$ cat src/hdl/cet_pkg.sv
// constants, register map and types shared by the event timer files
package cet_pkg;
   // ===================================================================
   // timing
   localparam int unsigned CLK_PERIOD_NS  = 10;
   localparam int unsigned TICK_PERIOD_NS = 1000000000;
   localparam int unsigned TICK_CYCLES    = TICK_PERIOD_NS / CLK_PERIOD_NS;
   localparam int unsigned SEC_PER_HOUR   = 3600;
   localparam int unsigned SEC_PER_MIN    = 60;
   localparam int unsigned SEC_PER_DAY    = 86400;
   localparam int unsigned DAYS_PER_WEEK  = 7;
   localparam int unsigned CNT_W          = 17;

   // ===================================================================
   // register offsets (byte addresses)
   localparam logic [5:0] OFF_CTRL  = 6'h00;
   localparam logic [5:0] OFF_MAIN  = 6'h04;
   localparam logic [5:0] OFF_LEAD  = 6'h08;
   localparam logic [5:0] OFF_AFTER = 6'h0c;
   localparam logic [5:0] OFF_ON    = 6'h10;
   localparam logic [5:0] OFF_OFF   = 6'h14;
   localparam logic [5:0] OFF_CLOCK = 6'h18;
   localparam logic [5:0] OFF_STAT  = 6'h1c;
   localparam logic [5:0] OFF_COUNT = 6'h20;

   // ===================================================================
   // field positions
   localparam int unsigned CTRL_MODE_LSB = 0;
   localparam int unsigned CTRL_POL_BIT  = 2;
   localparam int unsigned CTRL_RESP_LSB = 3;
   localparam int unsigned CTRL_DAYS_LSB = 8;
   localparam int unsigned MAIN_SS_LSB   = 0;
   localparam int unsigned MAIN_MM_LSB   = 8;
   localparam int unsigned MAIN_HH_LSB   = 16;
   localparam int unsigned CLOCK_DAY_LSB = 24;

   // ===================================================================
   // reset values
   localparam logic [31:0] CTRL_RST  = 32'h00007f04;
   localparam logic [31:0] MAIN_RST  = 32'h00000000;
   localparam logic [13:0] LEAD_RST  = 14'h0000;
   localparam logic [15:0] AFTER_RST = 16'h0000;
   localparam logic [16:0] TOD_RST   = 17'h00000;

   // ===================================================================
   // enumerations
   typedef enum logic [1:0] {MODE_INACTIVE, MODE_TIMING, MODE_WEEKLY} cet_mode_t;
   typedef enum logic [1:0] {RESP_STOP, RESP_CONTINUE, RESP_RESTART} cet_resp_t;
   typedef enum logic [2:0] {PH_IDLE, PH_LEAD, PH_MAIN, PH_AFTER, PH_DONE} cet_phase_t;
endpackage

$ cat src/hdl/cet_tick.sv
// one-cycle tick every DIV clock cycles
`timescale 1ns/1ns
module cet_tick #(
   parameter int unsigned DIV = cet_pkg::TICK_CYCLES
) (
   input  wire logic clk,
   input  wire logic rst,
   output logic      tick
);
   localparam int unsigned W = (DIV > 1) ? $clog2(DIV) : 1;
   localparam logic [W-1:0] LAST = W'(DIV - 1);

   logic [W-1:0] div_r;
   logic         tick_r;

   // ===================================================================
   // prescaler: free running so that the seconds stay in phase
   always_ff @(posedge clk) begin
      if (rst) begin
         div_r  <= '0;
         tick_r <= 1'b0;
      end else begin
         div_r  <= (div_r == LAST) ? '0 : div_r + 1'b1;
         tick_r <= (div_r == LAST);
      end
   end

   assign tick = tick_r;
endmodule

$ cat src/hdl/cet_timer.sv
// event timer core with Avalon-MM register slave
//
// The register addresses and the Avalon-MM interface to the registers are this design's own decisions.
`timescale 1ns/1ns

// Operation
// RL1: mode selects inactive, timing element or weekly switch, and only that mode drives the output.
// RL2: on return of supply the timer stops, continues, or restarts its sequence as configured.
// RL3: the main interval in hh:mm:ss is counted and the output asserts only after it elapses.
// RL4: a lead delay of 0 to 9999 seconds precedes the main interval after a start.
// RL5: an after-run interval of up to 9999 seconds follows the main interval as the last phase.
// RL6: an after-run setting of minus one makes the after-run phase endless.
// RL7: quit during a positive after-run phase returns the timer to idle.
// RL8: a rising start input begins a sequence with the lead delay.
// RL9: start is ignored until lead delay and main interval have both elapsed.
// RL10: polarity high passes the timer output, polarity low inverts it; the code applies polarity in timing mode only, not in weekly mode.
// RL11: an active stop input returns the timer to idle from any phase.
// RL12: restart during lead or main resets and begins a fresh sequence at once.
// RL13: an active hold input freezes counting and phase until released; the code still obeys stop, supply, restart, quit and start during hold.
// RL14: counters advance only on a one-second tick and synchronous reset idles the timer.
// RL15: weekly mode sets the output at the switch-on time and clears it at the switch-off time.
module cet_timer #(
   parameter int unsigned TICK_DIV = cet_pkg::TICK_CYCLES
) (
   input  wire logic        clk,
   input  wire logic        rst,
   input  wire logic [5:0]  address,
   input  wire logic        read,
   input  wire logic        write,
   input  wire logic [3:0]  byteenable,
   input  wire logic [31:0] writedata,
   output logic [31:0]      readdata,
   output logic             waitrequest,
   input  wire logic        start_in,
   input  wire logic        stop_in,
   input  wire logic        hold_in,
   input  wire logic        restart_in,
   input  wire logic        quit_in,
   input  wire logic        power_lost_in,
   output logic             timer_out
);
   localparam logic [16:0] DAY_LAST = 17'(cet_pkg::SEC_PER_DAY - 1);
   localparam logic [2:0]  WDAY_LAST = 3'(cet_pkg::DAYS_PER_WEEK - 1);

   // ===================================================================
   // declarations
   logic [31:0] ctrl_r, main_r;
   logic [13:0] lead_r;
   logic [15:0] after_r;
   logic [16:0] on_r, off_r, tod_r;
   logic [2:0]  wday_r;
   logic [5:0]  sync1_r, sync2_r;
   logic        start_q_r, pwr_q_r;
   logic        wait_r, out_r, weekly_r;
   logic [31:0] rdata_r;
   cet_pkg::cet_phase_t phase_r, phase_nxt;
   logic [16:0] cnt_r, cnt_nxt;
   logic        tick;

   // ===================================================================
   // pin synchronisers: first stage feeds only the second
   always_ff @(posedge clk) begin
      if (rst) begin
         sync1_r <= '0;
         sync2_r <= '0;
      end else begin
         sync1_r <= {power_lost_in, quit_in, restart_in, hold_in, stop_in, start_in};
         sync2_r <= sync1_r;
      end
   end

   // edge memories for start and supply return
   always_ff @(posedge clk) begin
      if (rst) begin
         start_q_r <= 1'b0;
         pwr_q_r   <= 1'b0;
      end else begin
         start_q_r <= sync2_r[0];
         pwr_q_r   <= sync2_r[5];
      end
   end

   wire start_s     = sync2_r[0];
   wire stop_s      = sync2_r[1];
   wire hold_s      = sync2_r[2];
   wire restart_s   = sync2_r[3];
   wire quit_s      = sync2_r[4];
   wire pwr_s       = sync2_r[5];
   wire start_rise  = start_s & ~start_q_r;
   wire pwr_return  = pwr_q_r & ~pwr_s;

   // ===================================================================
   // one-second time base
   cet_tick #(.DIV(TICK_DIV)) u_tick (
      .clk  (clk),
      .rst  (rst),
      .tick (tick)
   );

   // ===================================================================
   // configuration decode
   wire cet_pkg::cet_mode_t mode_w = cet_pkg::cet_mode_t'(ctrl_r[cet_pkg::CTRL_MODE_LSB +: 2]);
   wire cet_pkg::cet_resp_t resp_w = cet_pkg::cet_resp_t'(ctrl_r[cet_pkg::CTRL_RESP_LSB +: 2]);
   wire       pol_w    = ctrl_r[cet_pkg::CTRL_POL_BIT];
   wire [6:0] days_w   = ctrl_r[cet_pkg::CTRL_DAYS_LSB +: 7];
   wire       timing_w = (mode_w == cet_pkg::MODE_TIMING);
   wire [16:0] main_secs = 17'(main_r[cet_pkg::MAIN_HH_LSB +: 5]) * 17'(cet_pkg::SEC_PER_HOUR)
                         + 17'(main_r[cet_pkg::MAIN_MM_LSB +: 6]) * 17'(cet_pkg::SEC_PER_MIN)
                         + 17'(main_r[cet_pkg::MAIN_SS_LSB +: 6]);
   wire [16:0] lead_secs  = {3'h0, lead_r};
   wire [16:0] after_secs = {2'h0, after_r[14:0]};
   wire        after_inf  = (after_r == 16'hffff);               // see RL6
   wire        after_pos  = ~after_r[15] & (after_r != 16'h0000);
   wire        run_w      = ~hold_s & ~pwr_s;                      // see RL13
   wire        can_start  = (phase_r == cet_pkg::PH_IDLE) | (phase_r == cet_pkg::PH_AFTER)
                          | (phase_r == cet_pkg::PH_DONE);          // see RL9
   wire        in_seq     = (phase_r == cet_pkg::PH_LEAD) | (phase_r == cet_pkg::PH_MAIN);
   wire        raw_w      = (phase_r == cet_pkg::PH_AFTER) | (phase_r == cet_pkg::PH_DONE);

   // ===================================================================
   // sequence control; priority runs stop, supply, restart, quit, start, count
   always_comb begin
      phase_nxt = phase_r;
      cnt_nxt   = cnt_r;
      if (!timing_w || stop_s) begin                             // see RL1 see RL11
         phase_nxt = cet_pkg::PH_IDLE;
         cnt_nxt   = '0;
      end else if (pwr_return && resp_w == cet_pkg::RESP_STOP) begin  // see RL2
         phase_nxt = cet_pkg::PH_IDLE;
         cnt_nxt   = '0;
      end else if (pwr_return && resp_w == cet_pkg::RESP_RESTART) begin  // see RL2
         phase_nxt = cet_pkg::PH_LEAD;
         cnt_nxt   = '0;
      end else if (restart_s && in_seq) begin                    // see RL12
         phase_nxt = cet_pkg::PH_LEAD;
         cnt_nxt   = '0;
      end else if (quit_s && after_pos && phase_r == cet_pkg::PH_AFTER) begin  // see RL7
         phase_nxt = cet_pkg::PH_IDLE;
         cnt_nxt   = '0;
      end else if (start_rise && can_start) begin                // see RL8 see RL9
         phase_nxt = cet_pkg::PH_LEAD;
         cnt_nxt   = '0;
      end else if (run_w) begin
         case (phase_r)
            cet_pkg::PH_LEAD: begin
               if (cnt_r >= lead_secs) begin                     // see RL4
                  phase_nxt = cet_pkg::PH_MAIN;
                  cnt_nxt   = '0;
               end else if (tick) begin                          // see RL14
                  cnt_nxt = cnt_r + 17'h00001;
               end
            end
            cet_pkg::PH_MAIN: begin
               if (cnt_r >= main_secs) begin                     // see RL3
                  phase_nxt = (after_inf || after_pos) ? cet_pkg::PH_AFTER : cet_pkg::PH_DONE;
                  cnt_nxt   = '0;
               end else if (tick) begin
                  cnt_nxt = cnt_r + 17'h00001;
               end
            end
            cet_pkg::PH_AFTER: begin
               if (after_pos && cnt_r >= after_secs) begin       // see RL5
                  phase_nxt = cet_pkg::PH_IDLE;
                  cnt_nxt   = '0;
               end else if (tick && !after_inf) begin            // endless phase never counts
                  cnt_nxt = cnt_r + 17'h00001;
               end
            end
            default: begin
               phase_nxt = phase_r;
            end
         endcase
      end
   end

   // phase and count registers; continue-after-supply keeps them as they were
   always_ff @(posedge clk) begin
      if (rst) begin                                             // see RL14
         phase_r <= cet_pkg::PH_IDLE;
         cnt_r   <= '0;
      end else begin
         phase_r <= phase_nxt;
         cnt_r   <= cnt_nxt;
      end
   end

   // ===================================================================
   // weekly time of day and switch
   wire        tod_wrap = (tod_r == DAY_LAST);
   wire        day_on   = days_w[wday_r];
   wire        clk_wr   = write & ~wait_r & (address == cet_pkg::OFF_CLOCK);

   always_ff @(posedge clk) begin
      if (rst) begin
         tod_r  <= cet_pkg::TOD_RST;
         wday_r <= 3'h0;
      end else if (clk_wr) begin
         tod_r  <= writedata[16:0];
         wday_r <= writedata[cet_pkg::CLOCK_DAY_LSB +: 3];
      end else if (tick) begin
         tod_r  <= tod_wrap ? 17'h00000 : tod_r + 17'h00001;
         wday_r <= !tod_wrap ? wday_r : (wday_r >= WDAY_LAST) ? 3'h0 : wday_r + 3'h1;
      end
   end

   // switch-on beats switch-off when both fall on the same second
   always_ff @(posedge clk) begin
      if (rst) begin
         weekly_r <= 1'b0;
      end else if (tick && day_on && tod_r == on_r) begin        // see RL15
         weekly_r <= 1'b1;
      end else if (tick && day_on && tod_r == off_r) begin       // see RL15
         weekly_r <= 1'b0;
      end
   end

   // ===================================================================
   // output select and polarity
   wire out_nxt = timing_w ? (raw_w ^ ~pol_w)                    // see RL10
                : (mode_w == cet_pkg::MODE_WEEKLY) ? weekly_r : 1'b0;  // see RL1

   always_ff @(posedge clk) begin
      if (rst) begin
         out_r <= 1'b0;
      end else begin
         out_r <= out_nxt;
      end
   end

   // ===================================================================
   // Avalon slave: one wait cycle, write lands on the edge waitrequest is low
   function automatic logic [31:0] merge(input logic [31:0] old, input logic [31:0] nw,
                                         input logic [3:0] be);
      logic [31:0] m;
      m = {{8{be[3]}}, {8{be[2]}}, {8{be[1]}}, {8{be[0]}}};
      merge = (old & ~m) | (nw & m);
   endfunction

   wire        wr_go = write & ~wait_r;
   // narrow registers merge as a full word, then keep only their own bits
   wire [31:0] lead_m  = merge({18'h0, lead_r}, writedata, byteenable);
   wire [31:0] after_m = merge({16'h0, after_r}, writedata, byteenable);
   wire [31:0] on_m    = merge({15'h0, on_r}, writedata, byteenable);
   wire [31:0] off_m   = merge({15'h0, off_r}, writedata, byteenable);
   wire [31:0] stat_w = {26'h0, hold_s, pwr_s, out_r, phase_r};
   wire [31:0] rdata_w =
        (address == cet_pkg::OFF_CTRL)  ? ctrl_r :
        (address == cet_pkg::OFF_MAIN)  ? main_r :
        (address == cet_pkg::OFF_LEAD)  ? {18'h0, lead_r} :
        (address == cet_pkg::OFF_AFTER) ? {16'h0, after_r} :
        (address == cet_pkg::OFF_ON)    ? {15'h0, on_r} :
        (address == cet_pkg::OFF_OFF)   ? {15'h0, off_r} :
        (address == cet_pkg::OFF_CLOCK) ? {5'h0, wday_r, 7'h0, tod_r} :
        (address == cet_pkg::OFF_STAT)  ? stat_w :
        (address == cet_pkg::OFF_COUNT) ? {15'h0, cnt_r} : 32'h0;

   // handshake and read capture
   always_ff @(posedge clk) begin
      if (rst) begin
         wait_r  <= 1'b1;
         rdata_r <= 32'h0;
      end else begin
         wait_r  <= ~((read | write) & wait_r);
         rdata_r <= (read & wait_r) ? rdata_w : rdata_r;
      end
   end

   // writable registers; unmapped writes are dropped
   always_ff @(posedge clk) begin
      if (rst) begin
         ctrl_r  <= cet_pkg::CTRL_RST;
         main_r  <= cet_pkg::MAIN_RST;
         lead_r  <= cet_pkg::LEAD_RST;
         after_r <= cet_pkg::AFTER_RST;
         on_r    <= cet_pkg::TOD_RST;
         off_r   <= cet_pkg::TOD_RST;
      end else if (wr_go) begin
         if (address == cet_pkg::OFF_CTRL)
            ctrl_r <= merge(ctrl_r, writedata, byteenable) & 32'h00007f1f;
         if (address == cet_pkg::OFF_MAIN)
            main_r <= merge(main_r, writedata, byteenable) & 32'h001f3f3f;
         if (address == cet_pkg::OFF_LEAD)
            lead_r <= lead_m[13:0];
         if (address == cet_pkg::OFF_AFTER)
            after_r <= after_m[15:0];
         if (address == cet_pkg::OFF_ON)
            on_r <= on_m[16:0];
         if (address == cet_pkg::OFF_OFF)
            off_r <= off_m[16:0];
      end
   end

   assign readdata    = rdata_r;
   assign waitrequest = wait_r;
   assign timer_out   = out_r;

   wire ok_w = timing_w & ~stop_s & ~pwr_return;
endmodule

$ cat config.mk
export PLATFORM = sky130hd
export DESIGN_NAME = cet_timer
export DESIGN_NICKNAME = d
export VERILOG_FILES = /design/src/hdl/cet_pkg.sv /design/src/hdl/cet_tick.sv /design/src/hdl/cet_timer.sv
export SDC_FILE = /design/constraint.sdc
export NUM_CORES = 1
export LEC_CHECK = 0
export ABC_AREA = 1
export BUFFER_PORTS_ARGS = -buffer_cell sky130_fd_sc_hd__buf_2
export CELL_PAD_IN_SITES_DETAIL_PLACEMENT = 1
export CELL_PAD_IN_SITES_GLOBAL_PLACEMENT = 1
export CORE_MARGIN = 3
export CORE_UTILIZATION = 25
export DETAILED_ROUTE_END_ITERATION = 12
export PLACE_DENSITY_LB_ADDON = 0.1
export RECOVER_POWER = 25
export SLEW_MARGIN = 20
export SYNTH_ARGS = -nofsm -noshare
export SYNTH_HDL_FRONTEND = slang
export SYNTH_HIERARCHICAL = 1
export SYNTH_SLANG_ARGS = --single-unit
$ cat constraint.sdc
create_clock -name clk -period 5.55 [get_ports clk]
set_input_delay 0.8325 -clock clk [delete_from_list [all_inputs] [get_ports clk]]
set_output_delay 0.8325 -clock clk [all_outputs]
set_load 0.01 [all_outputs]
======== After elaboration in Yosys (flattened, before gate mapping) ========
Cells that the tools add are included.
word-level totals
  bits of input ports ..................... 52
  register bits ........................... 210
  output and inout bits ................... 34
operators by class
  mux-type cells .......................... 38
  reduce and logical (&&, ||, !) cells .... 38
  add/subtract/negate cells ............... 6
  eq/ne operators ......................... 27
  magnitude comparators ................... 5
  bitwise gates (word level) .............. 35
  multiply operators ...................... 2
operators with widths
  cell                   count
  $mux 27                7
  $mux 17                10
  $pmux 17 s3            1
  $and 21x21->21         2
  $add 17x1->17 const B  2
  $and 17x17->17         2
  $eq 17x17->1           2
  $or 17x17->17          2
  $add 27x1->27 const B  1
  $eq 27x27->1 const B   1
  $eq 6x5->1 const B     4
  $mux 3                 8
  $not 21->21            1
  $or 21x21->21          1
  $ne 6x1->1 const B     3
  $add 17x12->17         1
  $add 17x6->17          1
  $eq 17x17->1 const B   1
  $ge 17x14->1           1
  $ge 17x15->1           1
  $ge 17x17->1           1
  $and 16x16->16         1
  $eq 16x16->1 const B   1
  $or 16x16->16          1
  other kinds (43)       95

======== Longest topological paths before layout ========
  depth after elaboration ................. 11
  gate-level depth with buffers ........... 37
  depth with buffers taken out ............ 37

======== Hierarchy ========
Netlist, hierarchy kept.
by module, submodules not included
  module     area an instance (µm²)  instances  seq. area each (µm²)  cells each
  cet_timer  12266.8                 1          3483.3                1769
  cet_tick   1515.2                  1          560.5                 224

======== Worst setup path before layout ========
Ideal clock, no wire load.
  path kind ............................... flip-flop to flip-flop
  start point ............................. register (tool-made name)
  end point ............................... register cnt_r[14]
  path slack .............................. 50 ps
  data arrival time ....................... 5433 ps
  clock period less this slack ............ 5500 ps
  stages on the path, launching flop included .. 33
  buffers on the path ..................... 1
  required time ........................... 5484 ps
  cells stage by stage .................... dfxtp_1 inv_1 fa_1 fa_1 inv_1 ha_1 a21oi_1 nand2_1 a21oi_1 o21ai_0 a21o_1 a21oi_1 xnor2_1 ha_1 ha_1 nand2_1 nor3_1 nand3b_1 o2111ai_1 nand2_1 xor2_1 ha_1 nand2_1 nor2_1 and2_1 nand4_1 nand3_1 nor2_2 buf_2 nand3_1 nand3_1 nand2_2 a21oi_2
RTL lines
  element               line              text
  end signal, assigned  cet_timer.sv:183  cnt_r <= cnt_nxt;
  end, declared         cet_timer.sv:57   logic [16:0] cnt_r, cnt_nxt;

==> impl_metrics.csv <==
group,metric,value,unit
floorplan,placementRows,85,
worst_setup_path,worstSetupPathType,"reg -> reg",
power,switching_power,0.854,mW
global_routing,grt_pass1_vias,13900,
outcome,outcome,"complete, but fails checks",
worst_setup_path,required,6060,ps
yosys,ys_seq_area_share,29.3,%
yosys,yosysMostFrequentCell,"nand2_1",
yosys,ys.flop_type,"dfxtp_1",
sta,tns,0,ps
route,detail_route.iter0.violations,727,
placement,hpwl,41200,µm
placement,gp_congestion,0.832,
worst_setup_path,crit_cells,33,
yosys,synth_cell_types,59,
cts,cts_buffers,29,
global_routing,grt_use_total,18.6,%
sta,setup-violations-final,0,
cts,cts_tree,"built",
power,powerDensity,215,nW/µm²
worst_setup_path,reg2reg_depth,33,
floorplan,num_io_pins,86,
worst_setup_path,regToRegEndpoint,"cnt_r[13]$_SDFFE_PP0P_",
yosys,synth_top_family_by_area,"simple AND/OR/NAND/NOR gates",
outcome,violations,"max-capacitance violations, max-slew violations",
yosys,synth_area_per_cell,6.92,µm²
hold_path,hold_class,"reg -> reg",
yosys,yosys_warnings,6,
cts,htreeDepth,1,
floorplan,initial_utilization,25.5,%
power,p_int,2.69,mW
cts,root_buffer,"clkbuf_16",
power,comb_power_share,4.6,%
worst_setup_path,cp_top_family,"adder cells",
sta,period_share,99.2,%
final_layout,fin_area,16500,µm²
final_layout,syn2layout_area_growth,19.4,%
route,vias,13600,
final_layout,diodes,0,
sta,finalHoldViolCount,0,
worst_setup_path,crit_path_start_kind,"flop",
worst_setup_path,cp_slowest_cell,"fa_1",
route,drcViolationCount,0,
yosys,synthMuxAreaShare,0,%
global_routing,grt_max_degree,98,
worst_setup_path,cpMostUsedCell,"nand2_2",
power,cellLeakagePower,6.81,nW
yosys,synth_xor_area_share,4.19,%
worst_setup_path,r2r_slack,50,ps
placement,place_area,15000,µm²
floorplan,die-area,58000,µm²
sta,grt_setup_unrepaired,"yes",
floorplan,die_y,241,µm
worst_setup_path,path_buf_inv,4,
yosys,synthSimpleGateAreaFrac,27.8,%
yosys,ys_ff_latch,202,
sta,slew_violations,158,
yosys,synthArstFlopShare,0,%
power,irDropWorstVdd,206,µV
global_routing,grt_pass1_wl,83100,µm
sta,skew,24.2,ps
placement,port_buffers,68,
yosys,synth_common_cells,"nand2_1 (374), inv_1 (254), a21oi_1 (202), dfxtp_1 (202), nor2_1 (169)",
power,swShare,24.1,%
power,clkPwrFrac,53.9,%
worst_setup_path,cp.arrival,6010,ps
yosys,synth_top_area_cell,"dfxtp_1",
sta,worst_pin_slew,4150,ps
floorplan,fp.dieW,241,µm
route,routed_wl,54500,µm
power,seqPwrFrac,41.5,%
worst_setup_path,crit_path_end_kind,"flop",
cts,clockBufferDepth,3,
cts,cts.sinks,202,
sta,slew_headroom,-177,%
route,wl_per_cell,19.4,µm
global_routing,grt_antenna_before_repair,0,
worst_setup_path,slowest_delay,540,ps
yosys,synth_compound_area_share,17.0,%
route,dr.pass1.iters,5,
route,viasPerCell,4.83,
power,fin_total_pwr,3.54,mW
sta,fmax,182,MHz
sta,min_period,5500,ps
worst_setup_path,endpoint,"cnt_r[13]$_SDFFE_PP0P_",
cts,worstSkewPairLatency,570,ps
final_layout,nets,2257,
yosys,synth_top_area_share,29.3,%
final_layout,drive_gt1_share,15.2,%
yosys,synthTopCellsByArea,"dfxtp_1 (29%), nand2_1 (10%), ha_1 (9.0%)",
yosys,synth_edf_count,0,
yosys,synth_fa_ha_area_share,11.2,%
run,drv_cap,2,
yosys,netlist_area,13800,µm²
route,ant_nets,0,
floorplan,core,54100,µm²
cts,clk_pin_slew_worst_paths,60,ps
yosys,syn_inst,1993,
worst_setup_path,cp_max_fo,6,
global_routing,gr-total-overflow,0,
## metal layers
metal  vias to the layer above  share of wire [%]  wire [µm]  global-route usage [%]
li1                       6772                  -          -                       -
met1                      6531                 48      26300                    25.8
met2                       192                 47      25400                    31.3
met3                        58                3.4       1830                    2.37
met4                         0                1.7        949                    3.78
met5                         -                  0          0                       0
## worst min-delay path by stage
stage / to / from / cells after the start / slack, ps
floorplan: sync2_r[0]$_SDFF_PP0_ / sync1_r[0]$_SDFF_PP0_ / 2 / 390
global placement: sync2_r[0]$_SDFF_PP0_ / sync1_r[0]$_SDFF_PP0_ / 2 / 400
detailed placement: sync2_r[0]$_SDFF_PP0_ / sync1_r[0]$_SDFF_PP0_ / 2 / 400
CTS: sync2_r[2]$_SDFF_PP0_ / sync1_r[2]$_SDFF_PP0_ / 2 / 410
global route: sync2_r[3]$_SDFF_PP0_ / sync1_r[3]$_SDFF_PP0_ / 2 / 420
finish: sync2_r[2]$_SDFF_PP0_ / sync1_r[2]$_SDFF_PP0_ / 2 / 400
## tightest hold or removal path, delay by kind of cell (launching register included)
family / cells / cell delay [ps]
and+or+nand+nor: 1 / 30
buffers and inverters: 1 / 40
DFF: 1 / 290
## per-stage QoR
stage	setup WS [ps]	instances	util, %	hold slack (ps)
after floorplan	50.4	2000	-	388
after CTS	-27.9	2805	30.1	407
after global routing	-256	2808	30.4	421
after global placement	-247	2745	27.8	397
final	45.8	2808	30.4	401
after detailed placement	-403	2745	27.8	401
## cells in the final DEF, fill, tap and decap left out, drive strengths merged, types with 3 or more instances in the layout
master | netlist | final
nand4 | 39 | 39
nand3b | 9 | 9
o221ai | 3 | 3
a31oi | 8 | 8
a211oi | 4 | 4
conb | 1 | 8
o2111ai | 4 | 4
o21ai | 158 | 158
inv | 266 | 267
ha | 99 | 99
nand3 | 147 | 147
dfxtp | 202 | 202
and2 | 5 | 5
nor2 | 202 | 202
a221oi | 3 | 3
clkbuf | 30 | 64
clkinv | 2 | 8
buf | 47 | 116
fa | 15 | 15
xor2 | 36 | 36
nand2 | 392 | 392
o22ai | 14 | 14
a21oi | 210 | 210
nor3 | 22 | 22
o211ai | 18 | 18
or2 | 5 | 5
nor4 | 11 | 11
xnor2 | 30 | 30
## power groups by stage
stage                     sequential (mW)  clock [mW]  combinational, mW
after floorplan                      1.50           0             0.0856
after global placement               1.50           0              0.159
after detailed placement             1.50           0              0.161
after CTS                            1.47        1.97              0.163
after global routing                 1.47        2.03              0.181
final                                1.47        1.91              0.164
## area by class of cell
cell class,instances,area (µm²)
Clock inverter,9,106
Tap cell,696,871
Fill cell,6683,37700
Sequential cell,202,4050
Timing Repair Buffer,137,846
Clock buffer,43,878
Multi-Input combinational cell,1453,8690
Inverter,268,1020
## cell families after synthesis
logic type | Yosys count
compound gates | 431
other cells | 1
flops | 202
buf+inv | 345
fa+ha+maj | 114
simple gates | 834
xor+xnor | 66
## repair_timing
| item | in CTS | in global routing |
|---|---|---|
| setup buffers | 7 | 3 |
| hold buffers | 0 | 0 |
| resized for setup | 39 | 39 |
| cloned | 1 | 0 |
| setup endpoints to repair | 20 | 20 |
| pin swaps | 21 | 45 |
| endpoints found under the hold margin | 0 | 0 |
No activity file was read; power rests on OpenSTA's default activity.
